[config.mk]
export PLATFORM = sky130hd
export DESIGN_NAME = i2c_slave
export DESIGN_NICKNAME = d
export VERILOG_FILES = /design/src/hw/i2c_slave_pkg.sv /design/src/hw/line_events_if.sv /design/src/hw/line_sampler.sv /design/src/hw/i2c_slave.sv
export SDC_FILE = /design/constraint.sdc
export NUM_CORES = 1
export LEC_CHECK = 0
export ABC_AREA = 1
export BUFFER_PORTS_ARGS = -buffer_cell sky130_fd_sc_hd__buf_2
export CORE_ASPECT_RATIO = 0.5
export CORE_UTILIZATION = 51
export CTS_CLUSTER_SIZE = 10
export DETAILED_ROUTE_END_ITERATION = 10
export GPL_TIMING_DRIVEN = 0
export PLACE_DENSITY = 0.75
export SLEW_MARGIN = 20
export SYNTH_ARGS = -nofsm -noshare
export SYNTH_HDL_FRONTEND = slang
export SYNTH_HIERARCHICAL = 1
export SYNTH_SLANG_ARGS = --single-unit
[constraint.sdc]
create_clock -name mclk -period 1.1 [get_ports mclk]
set_input_delay 0.165 -clock mclk [delete_from_list [all_inputs] [get_ports mclk]]
set_output_delay 0.165 -clock mclk [all_outputs]
set_load 0.01 [all_outputs]
[src/hw/i2c_slave_pkg.sv]
// Shared constants and types for the two-wire serial bus slave.
package i2c_slave_pkg;

   // ------------------------------------------------------------
   // Field widths and bit counts
   // ------------------------------------------------------------
   localparam int ADDR_W = 7;
   localparam int BYTE_W = 8;
   localparam int CNT_W = 4;
   // Number of rising clock edges that carry one byte.
   localparam logic [CNT_W-1:0] BITS_PER_BYTE = 4'h8;
   // Address field position within the first received byte.
   localparam int ADDR_MSB = 7;
   localparam int ADDR_LSB = 1;
   localparam int DIR_BIT = 0;

   // ------------------------------------------------------------
   // Reserved address groups (upper four bits of the address)
   // ------------------------------------------------------------
   // Two groups of eight give the sixteen reserved addresses.
   localparam int RSV_W = 4;
   localparam logic [RSV_W-1:0] RSV_GROUP_LOW = 4'h0;
   localparam logic [RSV_W-1:0] RSV_GROUP_HIGH = 4'hf;

   // ------------------------------------------------------------
   // Bus clock timing
   // ------------------------------------------------------------
   localparam int MCLK_HZ = 40000000;
   localparam int FASTEST_BPS = 1700000;
   // System clocks per bus bit at the fastest rate, rounded down.
   localparam int MCLK_PER_BIT_MIN = MCLK_HZ / FASTEST_BPS;

   // ------------------------------------------------------------
   // Reset values
   // ------------------------------------------------------------
   localparam logic LINE_IDLE_LEVEL = 1'h1;
   localparam logic PULL_RESET = 1'h0;
   localparam logic [BYTE_W-1:0] BYTE_RESET = 8'h00;
   localparam logic [CNT_W-1:0] CNT_RESET = 4'h0;

   // ------------------------------------------------------------
   // Slave sequencer states
   // ------------------------------------------------------------
   typedef enum logic [2:0] {
      ST_IDLE,
      ST_ADDR,
      ST_ADDR_ACK,
      ST_WR_DATA,
      ST_WR_ACK,
      ST_RD_DATA,
      ST_RD_ACK,
      ST_IGNORE
   } slave_state_t;

endpackage

[src/hw/line_events_if.sv]
// Synchronised bus line levels and detected bus events.
`timescale 1ns/1ps
interface line_events_if;
   logic scl;
   logic sda;
   logic rise;
   logic fall;
   logic start;
   logic stop;

   modport src (output scl, output sda, output rise, output fall,
      output start, output stop);
   modport dst (input scl, input sda, input rise, input fall,
      input start, input stop);
endinterface

[src/hw/line_sampler.sv]
// Two-stage synchroniser and event detector for the clock and data lines.
`timescale 1ns/1ps
module line_sampler
   import i2c_slave_pkg::*;
(
   input wire logic mclk,
   input wire logic rst_sync_n,
   input wire logic scl_in,
   input wire logic sda_in,
   line_events_if.src ev
);

   typedef struct packed {
      logic [1:0] meta;
      logic [1:0] sync;
      logic [1:0] prev;
      logic rise;
      logic fall;
      logic start;
      logic stop;
   } sampler_t;

   sampler_t s_reg;
   sampler_t s_next;

   // The first stage feeds only the second; events compare the settled
   // stage with its previous value, so a metastable sample is never seen.
   always_comb begin
      s_next = s_reg;
      s_next.meta = {scl_in, sda_in};
      s_next.sync = s_reg.meta;
      s_next.prev = s_reg.sync;
      s_next.rise = s_reg.sync[1] & ~s_reg.prev[1];
      s_next.fall = ~s_reg.sync[1] & s_reg.prev[1];
      // Data falling while the clock stays high marks a start.
      s_next.start = s_reg.sync[1] & s_reg.prev[1] & s_reg.prev[0]
         & ~s_reg.sync[0];
      // Data rising while the clock stays high marks a stop.
      s_next.stop = s_reg.sync[1] & s_reg.prev[1] & ~s_reg.prev[0]
         & s_reg.sync[0];
   end

   // Lines reset to their released level so no false event follows reset.
   always_ff @(posedge mclk or negedge rst_sync_n) begin
      if (!rst_sync_n) begin
         s_reg.meta <= {LINE_IDLE_LEVEL, LINE_IDLE_LEVEL};
         s_reg.sync <= {LINE_IDLE_LEVEL, LINE_IDLE_LEVEL};
         s_reg.prev <= {LINE_IDLE_LEVEL, LINE_IDLE_LEVEL};
         s_reg.rise <= 1'h0;
         s_reg.fall <= 1'h0;
         s_reg.start <= 1'h0;
         s_reg.stop <= 1'h0;
      end else begin
         s_reg <= s_next;
      end
   end

   assign ev.scl = s_reg.prev[1];
   assign ev.sda = s_reg.prev[0];
   assign ev.rise = s_reg.rise;
   assign ev.fall = s_reg.fall;
   assign ev.start = s_reg.start;
   assign ev.stop = s_reg.stop;

endmodule

[src/hw/i2c_slave.sv]
// Slave end of a two-wire open-drain serial bus with byte user port.
//
// Summary of operation
// - Logic zero pulls the data line low; one releases it, never driven high.
// - Data line changes only while the clock is low, except start/stop.
// - Addressed slave holds data low through the ninth clock high phase.
// - Address and data bytes travel most significant bit first.
// - In a write the slave acknowledges every byte it receives.
// - After direction bit 1 the slave transmits until a master not-acknowledge, stop or start.
// - During a write the slave transmits only the acknowledge bits.
// - A master not-acknowledge returns the slave sequencer to idle.
// - Slave never makes the clock; it only follows it and answers.
// - Reserved address groups are never answered; 112 usable addresses.
`timescale 1ns/1ps
module i2c_slave
   import i2c_slave_pkg::*;
(
   input wire logic mclk,
   input wire logic rst_n,
   input wire logic scl_in,
   input wire logic sda_in,
   output logic sda_out,
   output logic sda_oe_n,
   input wire logic [ADDR_W-1:0] own_addr,
   input wire logic [BYTE_W-1:0] tx_data,
   output logic [BYTE_W-1:0] rx_data,
   output logic rx_valid,
   output logic tx_taken,
   output logic selected,
   output logic read_mode
);

   // ------------------------------------------------------------
   // Reset release
   // ------------------------------------------------------------

   // Release is synchronised so every flop past the two-flop reset pipe leaves reset on the same edge.
   logic [1:0] rst_pipe;
   logic rst_sync_n;

   always_ff @(posedge mclk or negedge rst_n) begin
      if (!rst_n) begin
         rst_pipe <= 2'h0;
      end else begin
         rst_pipe <= {rst_pipe[0], 1'h1};
      end
   end

   assign rst_sync_n = rst_pipe[1];

   // ------------------------------------------------------------
   // Line sampling
   // ------------------------------------------------------------

   line_events_if ev ();

   // Both lines pass three flops before the sequencer reads them.
   line_sampler i_line_sampler (
      .mclk(mclk),
      .rst_sync_n(rst_sync_n),
      .scl_in(scl_in),
      .sda_in(sda_in),
      .ev(ev)
   );

   // ------------------------------------------------------------
   // Address check
   // ------------------------------------------------------------

   // The two reserved groups leave 112 addresses that may be answered.
   function automatic logic addr_usable(input logic [ADDR_W-1:0] a);
      addr_usable = (a[ADDR_W-1 -: RSV_W] != RSV_GROUP_LOW) &&
         (a[ADDR_W-1 -: RSV_W] != RSV_GROUP_HIGH);
   endfunction

   // ------------------------------------------------------------
   // Sequencer state
   // ------------------------------------------------------------

   typedef struct packed {
      slave_state_t st;
      logic [BYTE_W-1:0] shift;
      logic [CNT_W-1:0] cnt;
      logic rw;
      logic pull;
      logic oe_n;
      logic [BYTE_W-1:0] rx_data;
      logic rx_valid;
      logic tx_taken;
      logic selected;
   } seq_t;

   seq_t q_reg;
   seq_t q_next;

   // Every data-line change is made on a detected clock fall, so the pin
   // moves only while the clock is low; the sync delay gives hold time.
   // The slave never touches the clock line: it has no clock output and
   // does not stretch, which limits it to masters that never wait.
   always_comb begin
      q_next = q_reg;
      q_next.rx_valid = 1'h0;
      q_next.tx_taken = 1'h0;
      if (ev.stop) begin
         q_next.st = ST_IDLE;
         q_next.pull = 1'h0;
         q_next.selected = 1'h0;
      end else if (ev.start) begin
         // A repeated start restarts address reception in any state.
         q_next.st = ST_ADDR;
         q_next.cnt = CNT_RESET;
         q_next.pull = 1'h0;
         q_next.selected = 1'h0;
      end else begin
         case (q_reg.st)
            ST_ADDR: begin
               if (ev.rise) begin
                  q_next.shift = {q_reg.shift[BYTE_W-2:0], ev.sda};
                  q_next.cnt = q_reg.cnt + 4'h1;
               end else if (ev.fall && q_reg.cnt == BITS_PER_BYTE) begin
                  if (q_reg.shift[ADDR_MSB:ADDR_LSB] == own_addr &&
                        addr_usable(own_addr)) begin
                     q_next.rw = q_reg.shift[DIR_BIT];
                     q_next.pull = 1'h1;
                     q_next.selected = 1'h1;
                     q_next.st = ST_ADDR_ACK;
                  end else begin
                     q_next.st = ST_IGNORE;
                  end
               end
            end
            ST_ADDR_ACK: begin
               // Acknowledge stays low through the ninth high phase.
               if (ev.fall) begin
                  q_next.cnt = CNT_RESET;
                  if (q_reg.rw) begin
                     q_next.shift = tx_data;
                     q_next.pull = ~tx_data[BYTE_W-1];
                     q_next.tx_taken = 1'h1;
                     q_next.st = ST_RD_DATA;
                  end else begin
                     q_next.pull = 1'h0;
                     q_next.st = ST_WR_DATA;
                  end
               end
            end
            ST_WR_DATA: begin
               if (ev.rise) begin
                  q_next.shift = {q_reg.shift[BYTE_W-2:0], ev.sda};
                  q_next.cnt = q_reg.cnt + 4'h1;
               end else if (ev.fall && q_reg.cnt == BITS_PER_BYTE) begin
                  q_next.rx_data = q_reg.shift;
                  q_next.rx_valid = 1'h1;
                  q_next.pull = 1'h1;
                  q_next.st = ST_WR_ACK;
               end
            end
            ST_WR_ACK: begin
               if (ev.fall) begin
                  q_next.pull = 1'h0;
                  q_next.cnt = CNT_RESET;
                  q_next.st = ST_WR_DATA;
               end
            end
            ST_RD_DATA: begin
               if (ev.rise) begin
                  q_next.cnt = q_reg.cnt + 4'h1;
               end else if (ev.fall) begin
                  if (q_reg.cnt == BITS_PER_BYTE) begin
                     // Release so the master can answer the byte.
                     q_next.pull = 1'h0;
                     q_next.st = ST_RD_ACK;
                  end else begin
                     q_next.shift = {q_reg.shift[BYTE_W-2:0], 1'h0};
                     q_next.pull = ~q_reg.shift[BYTE_W-2];
                  end
               end
            end
            ST_RD_ACK: begin
               if (ev.rise && ev.sda) begin
                  // Not-acknowledge: the master wants no more bytes.
                  q_next.st = ST_IDLE;
                  q_next.selected = 1'h0;
               end else if (ev.fall) begin
                  q_next.shift = tx_data;
                  q_next.pull = ~tx_data[BYTE_W-1];
                  q_next.tx_taken = 1'h1;
                  q_next.cnt = CNT_RESET;
                  q_next.st = ST_RD_DATA;
               end
            end
            default: begin
               // Idle and ignore wait for the next start or stop.
               q_next.pull = 1'h0;
            end
         endcase
      end
      // The enable has a flop of its own so the pin sees no gate.
      q_next.oe_n = ~q_next.pull;
   end

   // The sequencer resets idle with the data line released.
   always_ff @(posedge mclk or negedge rst_sync_n) begin
      if (!rst_sync_n) begin
         q_reg.st <= ST_IDLE;
         q_reg.shift <= BYTE_RESET;
         q_reg.cnt <= CNT_RESET;
         q_reg.rw <= 1'h0;
         q_reg.pull <= PULL_RESET;
         q_reg.oe_n <= ~PULL_RESET;
         q_reg.rx_data <= BYTE_RESET;
         q_reg.rx_valid <= 1'h0;
         q_reg.tx_taken <= 1'h0;
         q_reg.selected <= 1'h0;
      end else begin
         q_reg <= q_next;
      end
   end

   // ------------------------------------------------------------
   // Outputs
   // ------------------------------------------------------------

   // The pin only ever pulls low; the enable is low while pulling.
   assign sda_out = 1'h0;
   assign sda_oe_n = q_reg.oe_n;
   assign rx_data = q_reg.rx_data;
   assign rx_valid = q_reg.rx_valid;
   assign tx_taken = q_reg.tx_taken;
   assign selected = q_reg.selected;
   assign read_mode = q_reg.rw;

endmodule

-- Yosys cells after proc, flatten, opt, wreduce, memory -nomap -nowiden
Index checks and enable logic that the tools add are counted.
- output and inout port bits: 14
- register bits after elaboration: 41
- word-level logic and storage cells: 145
- input bits: 19
- muxes and demuxes: 58
- equal/unequal tests: 35
- reductions and logical operators: 16
- add/sub/neg operators: 1
- bitwise gates (word level): 17
- operators with widths (operator ; number):
    2-to-1 mux 3 bit ; 11
    case mux 8 bit (4 select lines) ; 1
    2-to-1 mux 15 bit ; 2
    2-to-1 mux 1 bit ; 28
    2-to-1 mux 12 bit ; 2
    2-to-1 mux 11 bit ; 2
    AND reduction 11 bit ; 2
    != test 4 x 2 -> 1 bit, second input constant ; 5
    case mux 4 bit (5 select lines) ; 1
    case mux 3 bit (6 select lines) ; 1
    2-to-1 mux 8 bit ; 2
    != test 4 bit, second input constant ; 4
    != test 3 x 1 -> 1 bit, second input constant ; 5
    2-to-1 mux 4 bit ; 3
    != test 4 x 1 -> 1 bit, second input constant ; 3
    nonzero test 4 bit ; 3
    inverter 1 bit ; 10
    AND reduction 5 bit ; 2
    equality test 3 bit, second input constant ; 3
    != test 2 x 1 -> 1 bit, second input constant ; 4
    != test 2 bit, second input constant ; 4
    AND reduction 8 bit ; 1
    nonzero test 8 bit ; 1
    AND 1 bit ; 7
    14 further kinds ; 20

-- Logic depth before layout (Yosys ltp)
Gate-level depths: netlist (run 1).
- depth in word-level cells: 10
- mapped depth: 12
- depth with buffers taken out: 12

-- By module
Netlist (run 1), hierarchy kept.
- by module, submodules not included (module ; instances ; sequential area each (um^2) ; cells an instance ; area an instance (um^2)):
    i2c_slave ; 1 ; 777.0 ; 284 ; 2025.7
    line_sampler ; 1 ; 257.7 ; 21 ; 299.0

-- Worst setup path after synthesis (run 1)
No wires, ideal clock.
- kind: register to register
- start point: reg q_reg[14] in the netlist's numbering
- end point: reg, netlist name rx_data[6]
- required time: 0.973 ns
- arrival time: 1.404 ns
- buffers on the path: 1
- setup slack: -0.431 ns
- library setup time: 0.127 ns
- period minus slack after synthesis: 1.531 ns
- stages on the path, launching flop included: 11
- path through: dfrtp_1 -> inv_1 -> ha_1 -> nand2_1 -> nor2_2 -> nand3_2 -> inv_1 -> nand3_1 -> buf_2 -> nand2_1 -> o21ai_0
- word-level cells in the longest chain between the ends: 3
- ends and longest elaborated chain (what ; RTL line ; text):
    start, declared ; i2c_slave.sv:93 ; seq_t q_reg;
    start signal, assigned ; i2c_slave.sv:216 ; q_reg <= q_next;
    equality test 4 bit ; i2c_slave.sv:151 ; end else if (ev.fall && q_reg.cnt == BITS_PER_BYTE) begin
    logical AND 1 bit ; i2c_slave.sv:151 ;
    AND reduction 5 bit (no source line) ; -- ;
No other way between the ends.
A chain may end at the register's enable or synchronous reset.

==> flow_metrics.tcl, run 1 <==
set metrics [dict create \
    grt_pass1_wl_mm 9.839 \
    worst_pin_slew_ps 506.5 \
    critPathArrivalTime_ps 1770 \
    antenna_found_initial 0 \
    cts_sinks 41 \
    ys_seq_elements 41 \
    max-vdd-ir-drop_uv 1527 \
    fp.dieW_um 97.48 \
    gp_congestion 0.8943 \
    largest_reg_flops 16 \
    timing.critical_path.mode_cell "nand2_1" \
    maxCapViolCount 0 \
    drc_errors 0 \
    crit_chain "inv_2 > ha_4 > nand2_4 > nor2_4 > nand3_4 > nand2_1 > nand2_1 > nand3_2 > nor2_2 > nand2_1 > nand3_1" \
    start_kind "flop" \
    htree_levels 2 \
    antenna-diode-count 0 \
    viasPerCell 5.166 \
    p_per_area_nw_per_um2 2421 \
    synth_fp_nets 326 \
    cpPeakStageDelay_ps 390 \
    fin_nets 388 \
    port_buffers 31 \
    violations "setup timing" \
    cp_max_fo 5 \
    p_leak_nw 1.637 \
    cts_root_buffer "clkbuf_8" \
    postRouteAntennaNets 0 \
    fin_area_um2 3236 \
    hp-class "input port to flop" \
    grt_pass1_vias 2167 \
    fp.coreArea_um2 4124 \
    drt_iter0_markers 134 \
    synth_common_cells "nand2_1 (98), inv_1 (36), dfrtp_1 (34)" \
    hold_viol_final 0 \
    synth_cells 305 \
    drive_gt1_share_pct 42.39 \
    setup_violations 29 \
    rsz0062_at_grt "yes" \
    ys_seq_area_share_pct 44.51 \
    cts_tree "done" \
    synth-simple-area-share_pct 30.30 \
    die_h_um 49.74 \
    fin_cells 422 \
    fin_crit_ps 1568 \
    synth_top_family_by_area "simple AND/OR/NAND/NOR gates" \
    grt.total_usage_pct 26.17 \
    fin_total_pwr_mw 7.834 \
    fmax_mhz 637.6 \
    hpwlAfterDp_mm 3.926 \
    start_util_pct 56.37 \
    async_flop_share_pct 100.0 \
    final_core_util_pct 78.46 \
    path_class "flop to flop" \
    ys_types 28 \
    wl_per_cell_um 14.46 \
    clockBufferDepth 2 \
    ys_warn_count 6 \
    synth_xor_area_share_pct 1.884 \
    num_io_pins 33 \
    grt_overflow 0 \
    dr.pass1.iters 4 \
    crit_path_top_delay_cell "dfrtp_1" \
    synth_top_area_share_pct 36.60 \
    die-area_um2 4849 \
    critical_path_required_ps 1310 \
    endpoint_kind "flop" \
    finalCritPeriodShare_pct 142.6 \
    numCtsBuffers 5 \
    yosysTopAreaCell "dfrtp_1" \
    drt_wl_total_mm 6.102 \
    path_clk_slew_ps 80 \
    synthAdderAreaFrac_pct 1.076 \
    syn_to_final_growth_pct 39.18 \
    synthMuxAreaShare_pct 1.292 \
    grt_max_degree 40 \
    slew_headroom_pct 66.23 \
    synth_compound_area_share_pct 9.688 \
    syn_avg_cell_area_um2 7.622 \
    insertion_delay_ps 290 \
    yosysMostFrequentCell "nand2_1" \
    synth_area_leaders "dfrtp_1 (37%), nand2_1 (16%), dfstp_2 (7.9%)" \
    fin_skew_ps 5.675 \
    fill_cells 294 \
    synth_edf_count 0 \
    status "finished, violations left" \
    slew_viol_final 0 \
    syn_area_um2 2325 \
    vias 2180 \
    worst_slack_ps -468.3 \
    row_count 16 \
    dp.cells 390 \
    synth_top_flop_cell "dfrtp_1" \
    placed_cell_area_um2 2624 \
]
## final timing paths
check / startpoint / end / slack, ps / cells past startpoint
max: q_reg[14]$_DFFE_PN0P_ / sda_oe_n$_DFF_PN1_ / -470 / 11
min: tx_data[5] / q_reg[23]$_DFFE_PN0P_ / 170 / 3
max reg2reg: q_reg[14]$_DFFE_PN0P_ / sda_oe_n$_DFF_PN1_ / -470 / 11
min reg2reg: rst_pipe[1]$_DFF_PN0_ / selected$_DFFE_PN0P_ / 310 / 0
max in group asynchronous: rst_pipe[1]$_DFF_PN0_ / q_reg[26]$_DFFE_PN0P_ / 420 / 0
min in group asynchronous: rst_n / rst_pipe[1]$_DFF_PN0_ / 180 / 2
## cell usage in the layout, fill, tap and decap left out, drive strengths merged
| cell | synthesis | layout |
|---|---|---|
| a21oi | 8 | 8 |
| a22o | 1 | 1 |
| buf | 14 | 66 |
| bufinv | 0 | 1 |
| clkbuf | 0 | 7 |
| conb | 2 | 2 |
| dfrtp | 34 | 34 |
| dfstp | 7 | 7 |
| dlygate4sd3 | 0 | 3 |
| ha | 2 | 2 |
| inv | 39 | 39 |
| mux2i | 3 | 3 |
| nand2 | 102 | 102 |
| nand3 | 26 | 26 |
| nand4 | 3 | 3 |
| nor2 | 28 | 28 |
| nor3 | 3 | 3 |
| nor3b | 1 | 1 |
| o21ai | 27 | 27 |
| xnor2 | 5 | 5 |
## routing by layer
layer	global-route usage [%]	part of all wire [%]
met1	34.61	44
met2	44.29	49
met3	5.390	5.4
met4	7.108	1.3
met5	0	0
## critical path: cells and delay by family (launching register included)
| kind | cells | cell delay, ps |
|---|---|---|
| buffers and inverters | 1 | 80 |
| adder cells (fa/ha/maj) | 1 | 140 |
| flip-flops | 1 | 390 |
| AND/OR/NAND/NOR | 9 | 870 |
## kinds of logic after synthesis
logic type      count (synthesis)
fa+ha+maj                       2
simple gates                  163
mux                             3
other cells                     2
xor+xnor                        5
compound gates                 36
buf+inv                        53
flops                          41
## layout make-up
type	count	area, µm²	area share, %
multi-input cells	211	1308	40.41
flip-flops and latches	41	1041	32.17
repair buffers	61	466.7	14.42
inverters	39	156.4	4.834
clock buffers	7	86.33	2.668
plain buffers	8	80.08	2.475
well taps	54	67.56	2.088
clock inverters	1	30.03	0.9281
## report_power, final
group          internal, mW  total [mW]  switching, mW
combinational          1.78        4.34           2.56
clock                 0.740        1.27          0.527
sequential             1.85        2.22          0.371
total                  4.37        7.83           3.46
## per-stage QoR
stage,setup TNS (ps),setup WS [ps],hold WS [ps]
global placement,-12600,-539.6,-49.54
finish,-11150,-468.3,172.7
CTS,-9908,-414.8,167.5
floorplan,-7560,-318.4,-130.6
detailed placement,-13910,-595.6,-48.63
global route,-13730,-538.6,190.4
## repair_timing
item | 4_1_cts | 5_1_grt
hold buffers | 3 | 0
pin swaps | 12 | 14
setup buffers | 20 | 6
resized for setup | 59 | 32
cloned | 1 | 0
setup endpoints to repair | 34 | 69
endpoints found under the hold margin | 4 | 0
(Power assumes the default switching activity.)
==> run 2: changes to the inputs <==
--- a/config.mk
+++ b/config.mk
@@ -13,6 +13,7 @@
 export DETAILED_ROUTE_END_ITERATION = 10
 export GPL_TIMING_DRIVEN = 0
 export PLACE_DENSITY = 0.75
+export SETUP_SLACK_MARGIN = 0.15
 export SLEW_MARGIN = 20
 export SYNTH_ARGS = -nofsm -noshare
 export SYNTH_HDL_FRONTEND = slang
==> flow_metrics.tcl, run 2 (synthesized netlist as in run 1, its figures left out) <==
set metrics [dict create \
    rsz0062_at_grt "yes" \
    final_cell_mix "nand2_1 (81), dfrtp_1 (31), inv_1 (28), buf_4 (28)" \
    fin_skew_ps 12.78 \
    port_buffers 31 \
    r2r-end "q_reg[14]$_DFFE_PN0P_" \
    cts_root_buffer "clkbuf_8" \
    worst_hold_slack_ps 170.9 \
    dp.cells 390 \
    violations "setup timing" \
    start_kind "flop" \
    finalCritPeriodShare_pct 141.0 \
    fp.dieW_um 97.48 \
    crit_chain "inv_6 > nand2_8 > nor2_4 > nand2_2 > o21ai_1 > nand2_1 > nand3_4 > nor2_1 > a21oi_1" \
    mostFrequentLayoutCell "nand2_1" \
    power_frac_clock_pct 12.1 \
    fp.coreArea_um2 4124 \
    grt.total_usage_pct 25.95 \
    hp-class "input port to flop" \
    r2r_slack_ps -450 \
    cts_sinks 41 \
    grt_busiest_layer "met2" \
    num_io_pins 33 \
    cpPeakStageDelay_ps 490 \
    grt_overflow 0 \
    fin_crit_ps 1551 \
    start_util_pct 56.37 \
    critPathArrivalTime_ps 1760 \
    die_h_um 49.74 \
    fin_cells 434 \
    cp_max_fo 6 \
    crit_path_top_delay_cell "dfrtp_2" \
    dr.pass1.iters 4 \
    insertion_delay_ps 300 \
    antenna-diode-count 0 \
    p_switching_mw 3.507 \
    grt_pass1_wl_mm 9.646 \
    path_class "flop to flop" \
    globalRouteMet3Util_pct 6.667 \
    crit_end "q_reg[14]$_DFFE_PN0P_" \
    reg2reg_from "q_reg[26]$_DFFE_PN0P_" \
    fin_nets 400 \
    status "finished, violations left" \
    fin_area_um2 3382 \
    worst_slack_ps -450.8 \
    path_clk_slew_ps 80 \
    largest_reg_flops 16 \
    critical_path_required_ps 1310 \
    hold_viol_final 0 \
    switching_share_pct 44.30 \
    p_per_area_nw_per_um2 2341 \
    placed_cell_area_um2 2624 \
    p_leak_nw 1.717 \
    grt_util_met1_pct 33.06 \
    grt_use_met2_pct 44.29 \
    vias 2238 \
    clockBufferDepth 2 \
    fmax_mhz 644.8 \
    grt_pass1_vias 2123 \
    endpoint_kind "flop" \
    p_seq_share_pct 28.3 \
    htree_levels 2 \
    drive_gt1_share_pct 43.16 \
    maxCapViolCount 0 \
    intPower_mw 4.410 \
    die-area_um2 4849 \
    drt_wl_total_mm 6.023 \
    gp_congestion 0.8991 \
    crit_start "q_reg[26]$_DFFE_PN0P_" \
    numCtsBuffers 5 \
    postRouteAntennaNets 0 \
    slew_viol_final 0 \
    grt_max_degree 40 \
    row_count 16 \
    syn_to_final_growth_pct 45.48 \
    cts_tree "done" \
    wl_per_cell_um 13.88 \
    pre_cts_ws_ps -600.1 \
    hpwlAfterDp_mm 3.713 \
    setup_violations 30 \
    p_comb_share_pct 59.6 \
    antenna_found_initial 0 \
    drt_iter0_markers 182 \
    drc_errors 0 \
    max-vdd-ir-drop_uv 1451 \
    viasPerCell 5.157 \
    reg2reg_depth 9 \
    hold_start "tx_data[3]" \
]
==> run 2: changes by cell type in the layout (fill, tap and decap cells not counted), sizes merged <==
cell and delta:
buf +10, bufinv -1, clkbuf +2, clkinv +1
==> run 2: worst min-delay path by stage <==
| stage | to | slack [ps] | cells past startpoint |
|---|---|---|---|
| finish | q_reg[21]$_DFFE_PN0P_ | 170 | 3 |
| floorplan | rst_pipe[0]$_DFF_PN0_ | -130 | 0 |
| global route | q_reg[22]$_DFFE_PN0P_ | 170 | 3 |
| global placement | rst_pipe[0]$_DFF_PN0_ | -50 | 1 |
| detailed placement | rst_pipe[0]$_DFF_PN0_ | -50 | 1 |
| CTS | q_reg[22]$_DFFE_PN0P_ | 150 | 3 |
==> run 2: what timing repair did <==
action / CTS / global route
setup buffers: 23 / 8
gates resized for setup: 71 / 24
endpoints found under the setup margin: 73 / 42
endpoints found under the hold margin: 4 / 0
gates cloned: 1 / 1
hold buffers: 3 / 0
pin swaps: 14 / 8
==> run 2: per-layer routing <==
layer / up-vias / part of all wire, %
li1: 1097 / -
met1: 1046 / 45
met2: 76 / 47
met3: 19 / 5.8
met4: 0 / 2.2
met5: - / 0
==> run 2: layout make-up <==
cell class | instances | area [µm²]
Multi-Input combinational cell | 211 | 1330
Sequential cell | 41 | 1041
Fill cell | 251 | 742.0
Timing Repair Buffer | 67 | 551.8
Inverter | 39 | 156.4
Buffer | 14 | 153.9
Clock buffer | 7 | 76.32
Tap cell | 54 | 67.56
Clock inverter | 1 | 5.005
==> run 2: worst max-delay path: cells and delay by family (launching register included) <==
| kind | cells | cell delay, ps |
|---|---|---|
| AND/OR/NAND/NOR | 6 | 630 |
| flip-flops | 1 | 490 |
| AO/OA/AOI/OAI | 2 | 230 |
| buffers and inverters | 1 | 130 |
==> run 2: power groups by stage <==
stage               combinational, mW  sequential [mW]  clock (mW)
detailed placement               2.99             2.22           0
finish                           4.72             2.24       0.957
global route                     5.13             2.30        1.05
floorplan                        2.41             2.16           0
global placement                 2.92             2.20           0
CTS                              4.10             2.22       0.972
==> run 2: metrics by stage <==
stage | total power [mW] | TNS, ps | util [%]
2_1_floorplan | 4.569 | -7560 | -
3_3_place_gp | 5.124 | -12610 | 63.62
3_5_place_dp | 5.209 | -13460 | 63.62
4_1_cts | 7.295 | -9500 | 77.64
5_1_grt | 8.471 | -13780 | 82.01
6_report | 7.917 | -10930 | 82.01
==> run 3: changes to the inputs <==
--- a/config.mk
+++ b/config.mk
@@ -7,7 +7,6 @@
 export LEC_CHECK = 0
 export ABC_AREA = 1
 export BUFFER_PORTS_ARGS = -buffer_cell sky130_fd_sc_hd__buf_2
-export CORE_ASPECT_RATIO = 0.5
 export CORE_UTILIZATION = 51
 export CTS_CLUSTER_SIZE = 10
 export DETAILED_ROUTE_END_ITERATION = 10
@@ -17,5 +16,4 @@
 export SLEW_MARGIN = 20
 export SYNTH_ARGS = -nofsm -noshare
 export SYNTH_HDL_FRONTEND = slang
-export SYNTH_HIERARCHICAL = 1
 export SYNTH_SLANG_ARGS = --single-unit
==> constraint.sdc (replaced) <==
create_clock -name mclk -period 1.1 [get_ports mclk]
set_input_delay 0.165 -clock mclk [delete_from_list [all_inputs] [get_ports mclk]]
set_output_delay 0.165 -clock mclk [all_outputs]
set_load 0.05 [all_outputs]
==> flow_metrics.tcl, run 3 <==
set metrics [dict create \
    postRouteAntennaNets 0 \
    gp_congestion 0.8935 \
    wl_per_cell_um 14.59 \
    slew_viol_final 0 \
    max-vdd-ir-drop_uv 1412 \
    drt_iter0_markers 175 \
    start_kind "flop" \
    fin_total_pwr_mw 8.248 \
    globalRouteMet3Util_pct 6.105 \
    synth_common_cells "nand2_1 (99), dfrtp_1 (34), inv_1 (33)" \
    viasPerCell 5.280 \
    cts_root_buffer "clkbuf_8" \
    syn_to_final_growth_pct 46.68 \
    fp.coreArea_um2 4354 \
    async_flop_share_pct 100.0 \
    dr.pass1.iters 5 \
    finalCritPeriodShare_pct 156.6 \
    vias 2302 \
    fp.dieW_um 69.39 \
    grt_util_met1_pct 32.63 \
    worst_slack_ps -622.7 \
    status "finished, violations left" \
    die_h_um 69.39 \
    multi_input_area_um2 1299 \
    grt_max_degree 40 \
    synth_area_leaders "dfrtp_1 (37%), nand2_1 (16%), dfstp_2 (7.9%)" \
    fill_cells 287 \
    antenna_found_initial 0 \
    critPathArrivalTime_ps 1910 \
    grt.total_usage_pct 26.82 \
    maxCapViolCount 0 \
    drt_wl_total_mm 6.361 \
    hp-class "input port to async pin" \
    synth_fp_nets 330 \
    antenna-diode-count 0 \
    ys_seq_area_share_pct 44.68 \
    grt_overflow 0 \
    p_leak_nw 1.696 \
    clockBufferDepth 2 \
    setup_violations 38 \
    cts_tree "done" \
    fin_nets 404 \
    numCtsBuffers 5 \
    num_io_pins 33 \
    yosysTopAreaCell "dfrtp_1" \
    p_per_area_nw_per_um2 2428 \
    synth_edf_count 0 \
    synth_top_area_share_pct 36.74 \
    hold_viol_final 0 \
    grt_busiest_layer "met2" \
    synth_cells 309 \
    pre_cts_ws_ps -771.8 \
    fin_skew_ps 4.520 \
    cts_sinks 41 \
    die-area_um2 4814 \
    fmax_mhz 580.5 \
    mostFrequentLayoutCell "nand2_1" \
    fin_cells 436 \
    grt_use_met2_pct 46.28 \
    dp.cells 392 \
    ys_seq_elements 41 \
    start_util_pct 53.19 \
    endpoint_kind "flop" \
    fin_crit_ps 1723 \
    final_cell_mix "nand2_1 (77), dfrtp_1 (29), buf_4 (28)" \
    ys_warn_count 0 \
    syn_area_um2 2316 \
    row_count 24 \
    yosysMostFrequentCell "nand2_1" \
    cp_max_fo 4 \
    hpwlAfterDp_mm 3.774 \
    syn_avg_cell_area_um2 7.495 \
    layout.area.seq_um2 1044 \
    port_buffers 31 \
    htree_levels 2 \
    ys_types 32 \
    largest_reg_flops 16 \
    violations "setup timing" \
    drive_gt1_share_pct 42.45 \
    path_class "flop to flop" \
    critical_path_required_ps 1280 \
    insertion_delay_ps 300 \
    grt_pass1_wl_mm 10.21 \
    grt_pass1_vias 2284 \
    drc_errors 0 \
    path_clk_slew_ps 80 \
    rsz0062_at_grt "yes" \
    synth_top_flop_cell "dfrtp_1" \
]
-- run 3: cell families (layout without fill, tap and decap cells) --
logic type / after synthesis / count (layout) / synth area share [%]
compound gates: 42 / 42 / 10.97
xor+xnor: 7 / 7 / 2.647
fa+ha+maj: 2 / 2 / 1.080
buf+inv: 50 / 125 / 9.724
flops: 41 / 41 / 44.68
other cells: 2 / 2 / 0.3243
simple gates: 165 / 165 / 30.58
-- run 3: power by group --
group	internal [mW]	total [mW]	leakage, nW	switching [mW]
Clock	0.681	1.20	0.0554	0.524
Combinational	2.02	4.81	1.13	2.79
Sequential	1.87	2.24	0.507	0.370
-- run 3: layout make-up --
cell class              instances  area share, %
multi-input cells             218          38.23
flip-flops and latches         41          30.72
repair buffers                 67          17.53
plain buffers                  15          4.309
inverters                      35          4.015
clock buffers                   6          2.136
well taps                      52          1.915
clock inverters                 2          1.142
-- run 3: metrics by stage --
step / util (%) / instance area, µm² / TNS, ps / hold slack, ps
after floorplan: - / 2352 / -9226 / -130.6
after global placement: 59.08 / 2572 / -16510 / -48.30
after detailed placement: 59.08 / 2572 / -16750 / -46.60
after CTS: 73.56 / 3203 / -12440 / 169.9
after global routing: 78.02 / 3397 / -18690 / 167.0
final: 78.02 / 3397 / -15750 / 175.7
-- run 3: what timing repair did --
action	in CTS	in global routing
resized for setup	94	34
setup buffers	21	10
cloned	2	0
setup endpoints to repair	48	43
hold endpoints to repair	4	0
hold buffers	3	0
pin swaps	14	12
-- run 3: worst max-delay path, stage by stage, from the launching register on --
cell     delay, ps
dfrtp_1        400
inv_2           90
ha_4           130
nand4_1        200
nor2_2         220
buf_4          140
buf_6          100
nand2_8         60
buf_6          150
nand2_1         60
o21ai_1         70
-- run 3: metal layers --
layer | wire length, µm | vias up | share of wire (%)
met4 | 156 | 0 | 2.5
met3 | 323 | 15 | 5.1
met5 | 0 | - | 0
met2 | 3227 | 79 | 51
met1 | 2654 | 1083 | 42
li1 | - | 1125 | -
-- run 3: path summary, 6_finish.rpt --
kind / start / end / slack, ps / cells after the start
worst max-delay path: q_reg[14]$_DFFE_PN0P_ / rx_data[3]$_DFFE_PN0P_ / -620 / 10
worst min-delay path: rst_n / rst_pipe[1]$_DFF_PN0_ / 180 / 2
worst max register to register: q_reg[14]$_DFFE_PN0P_ / rx_data[3]$_DFFE_PN0P_ / -620 / 10
worst min register to register: rst_pipe[1]$_DFF_PN0_ / q_reg[19]$_DFFE_PN0P_ / 290 / 0
max in group asynchronous: rst_pipe[1]$_DFF_PN0_ / read_mode$_DFFE_PN0P_ / 430 / 0
min in group mclk: tx_data[4] / q_reg[22]$_DFFE_PN0P_ / 250 / 5
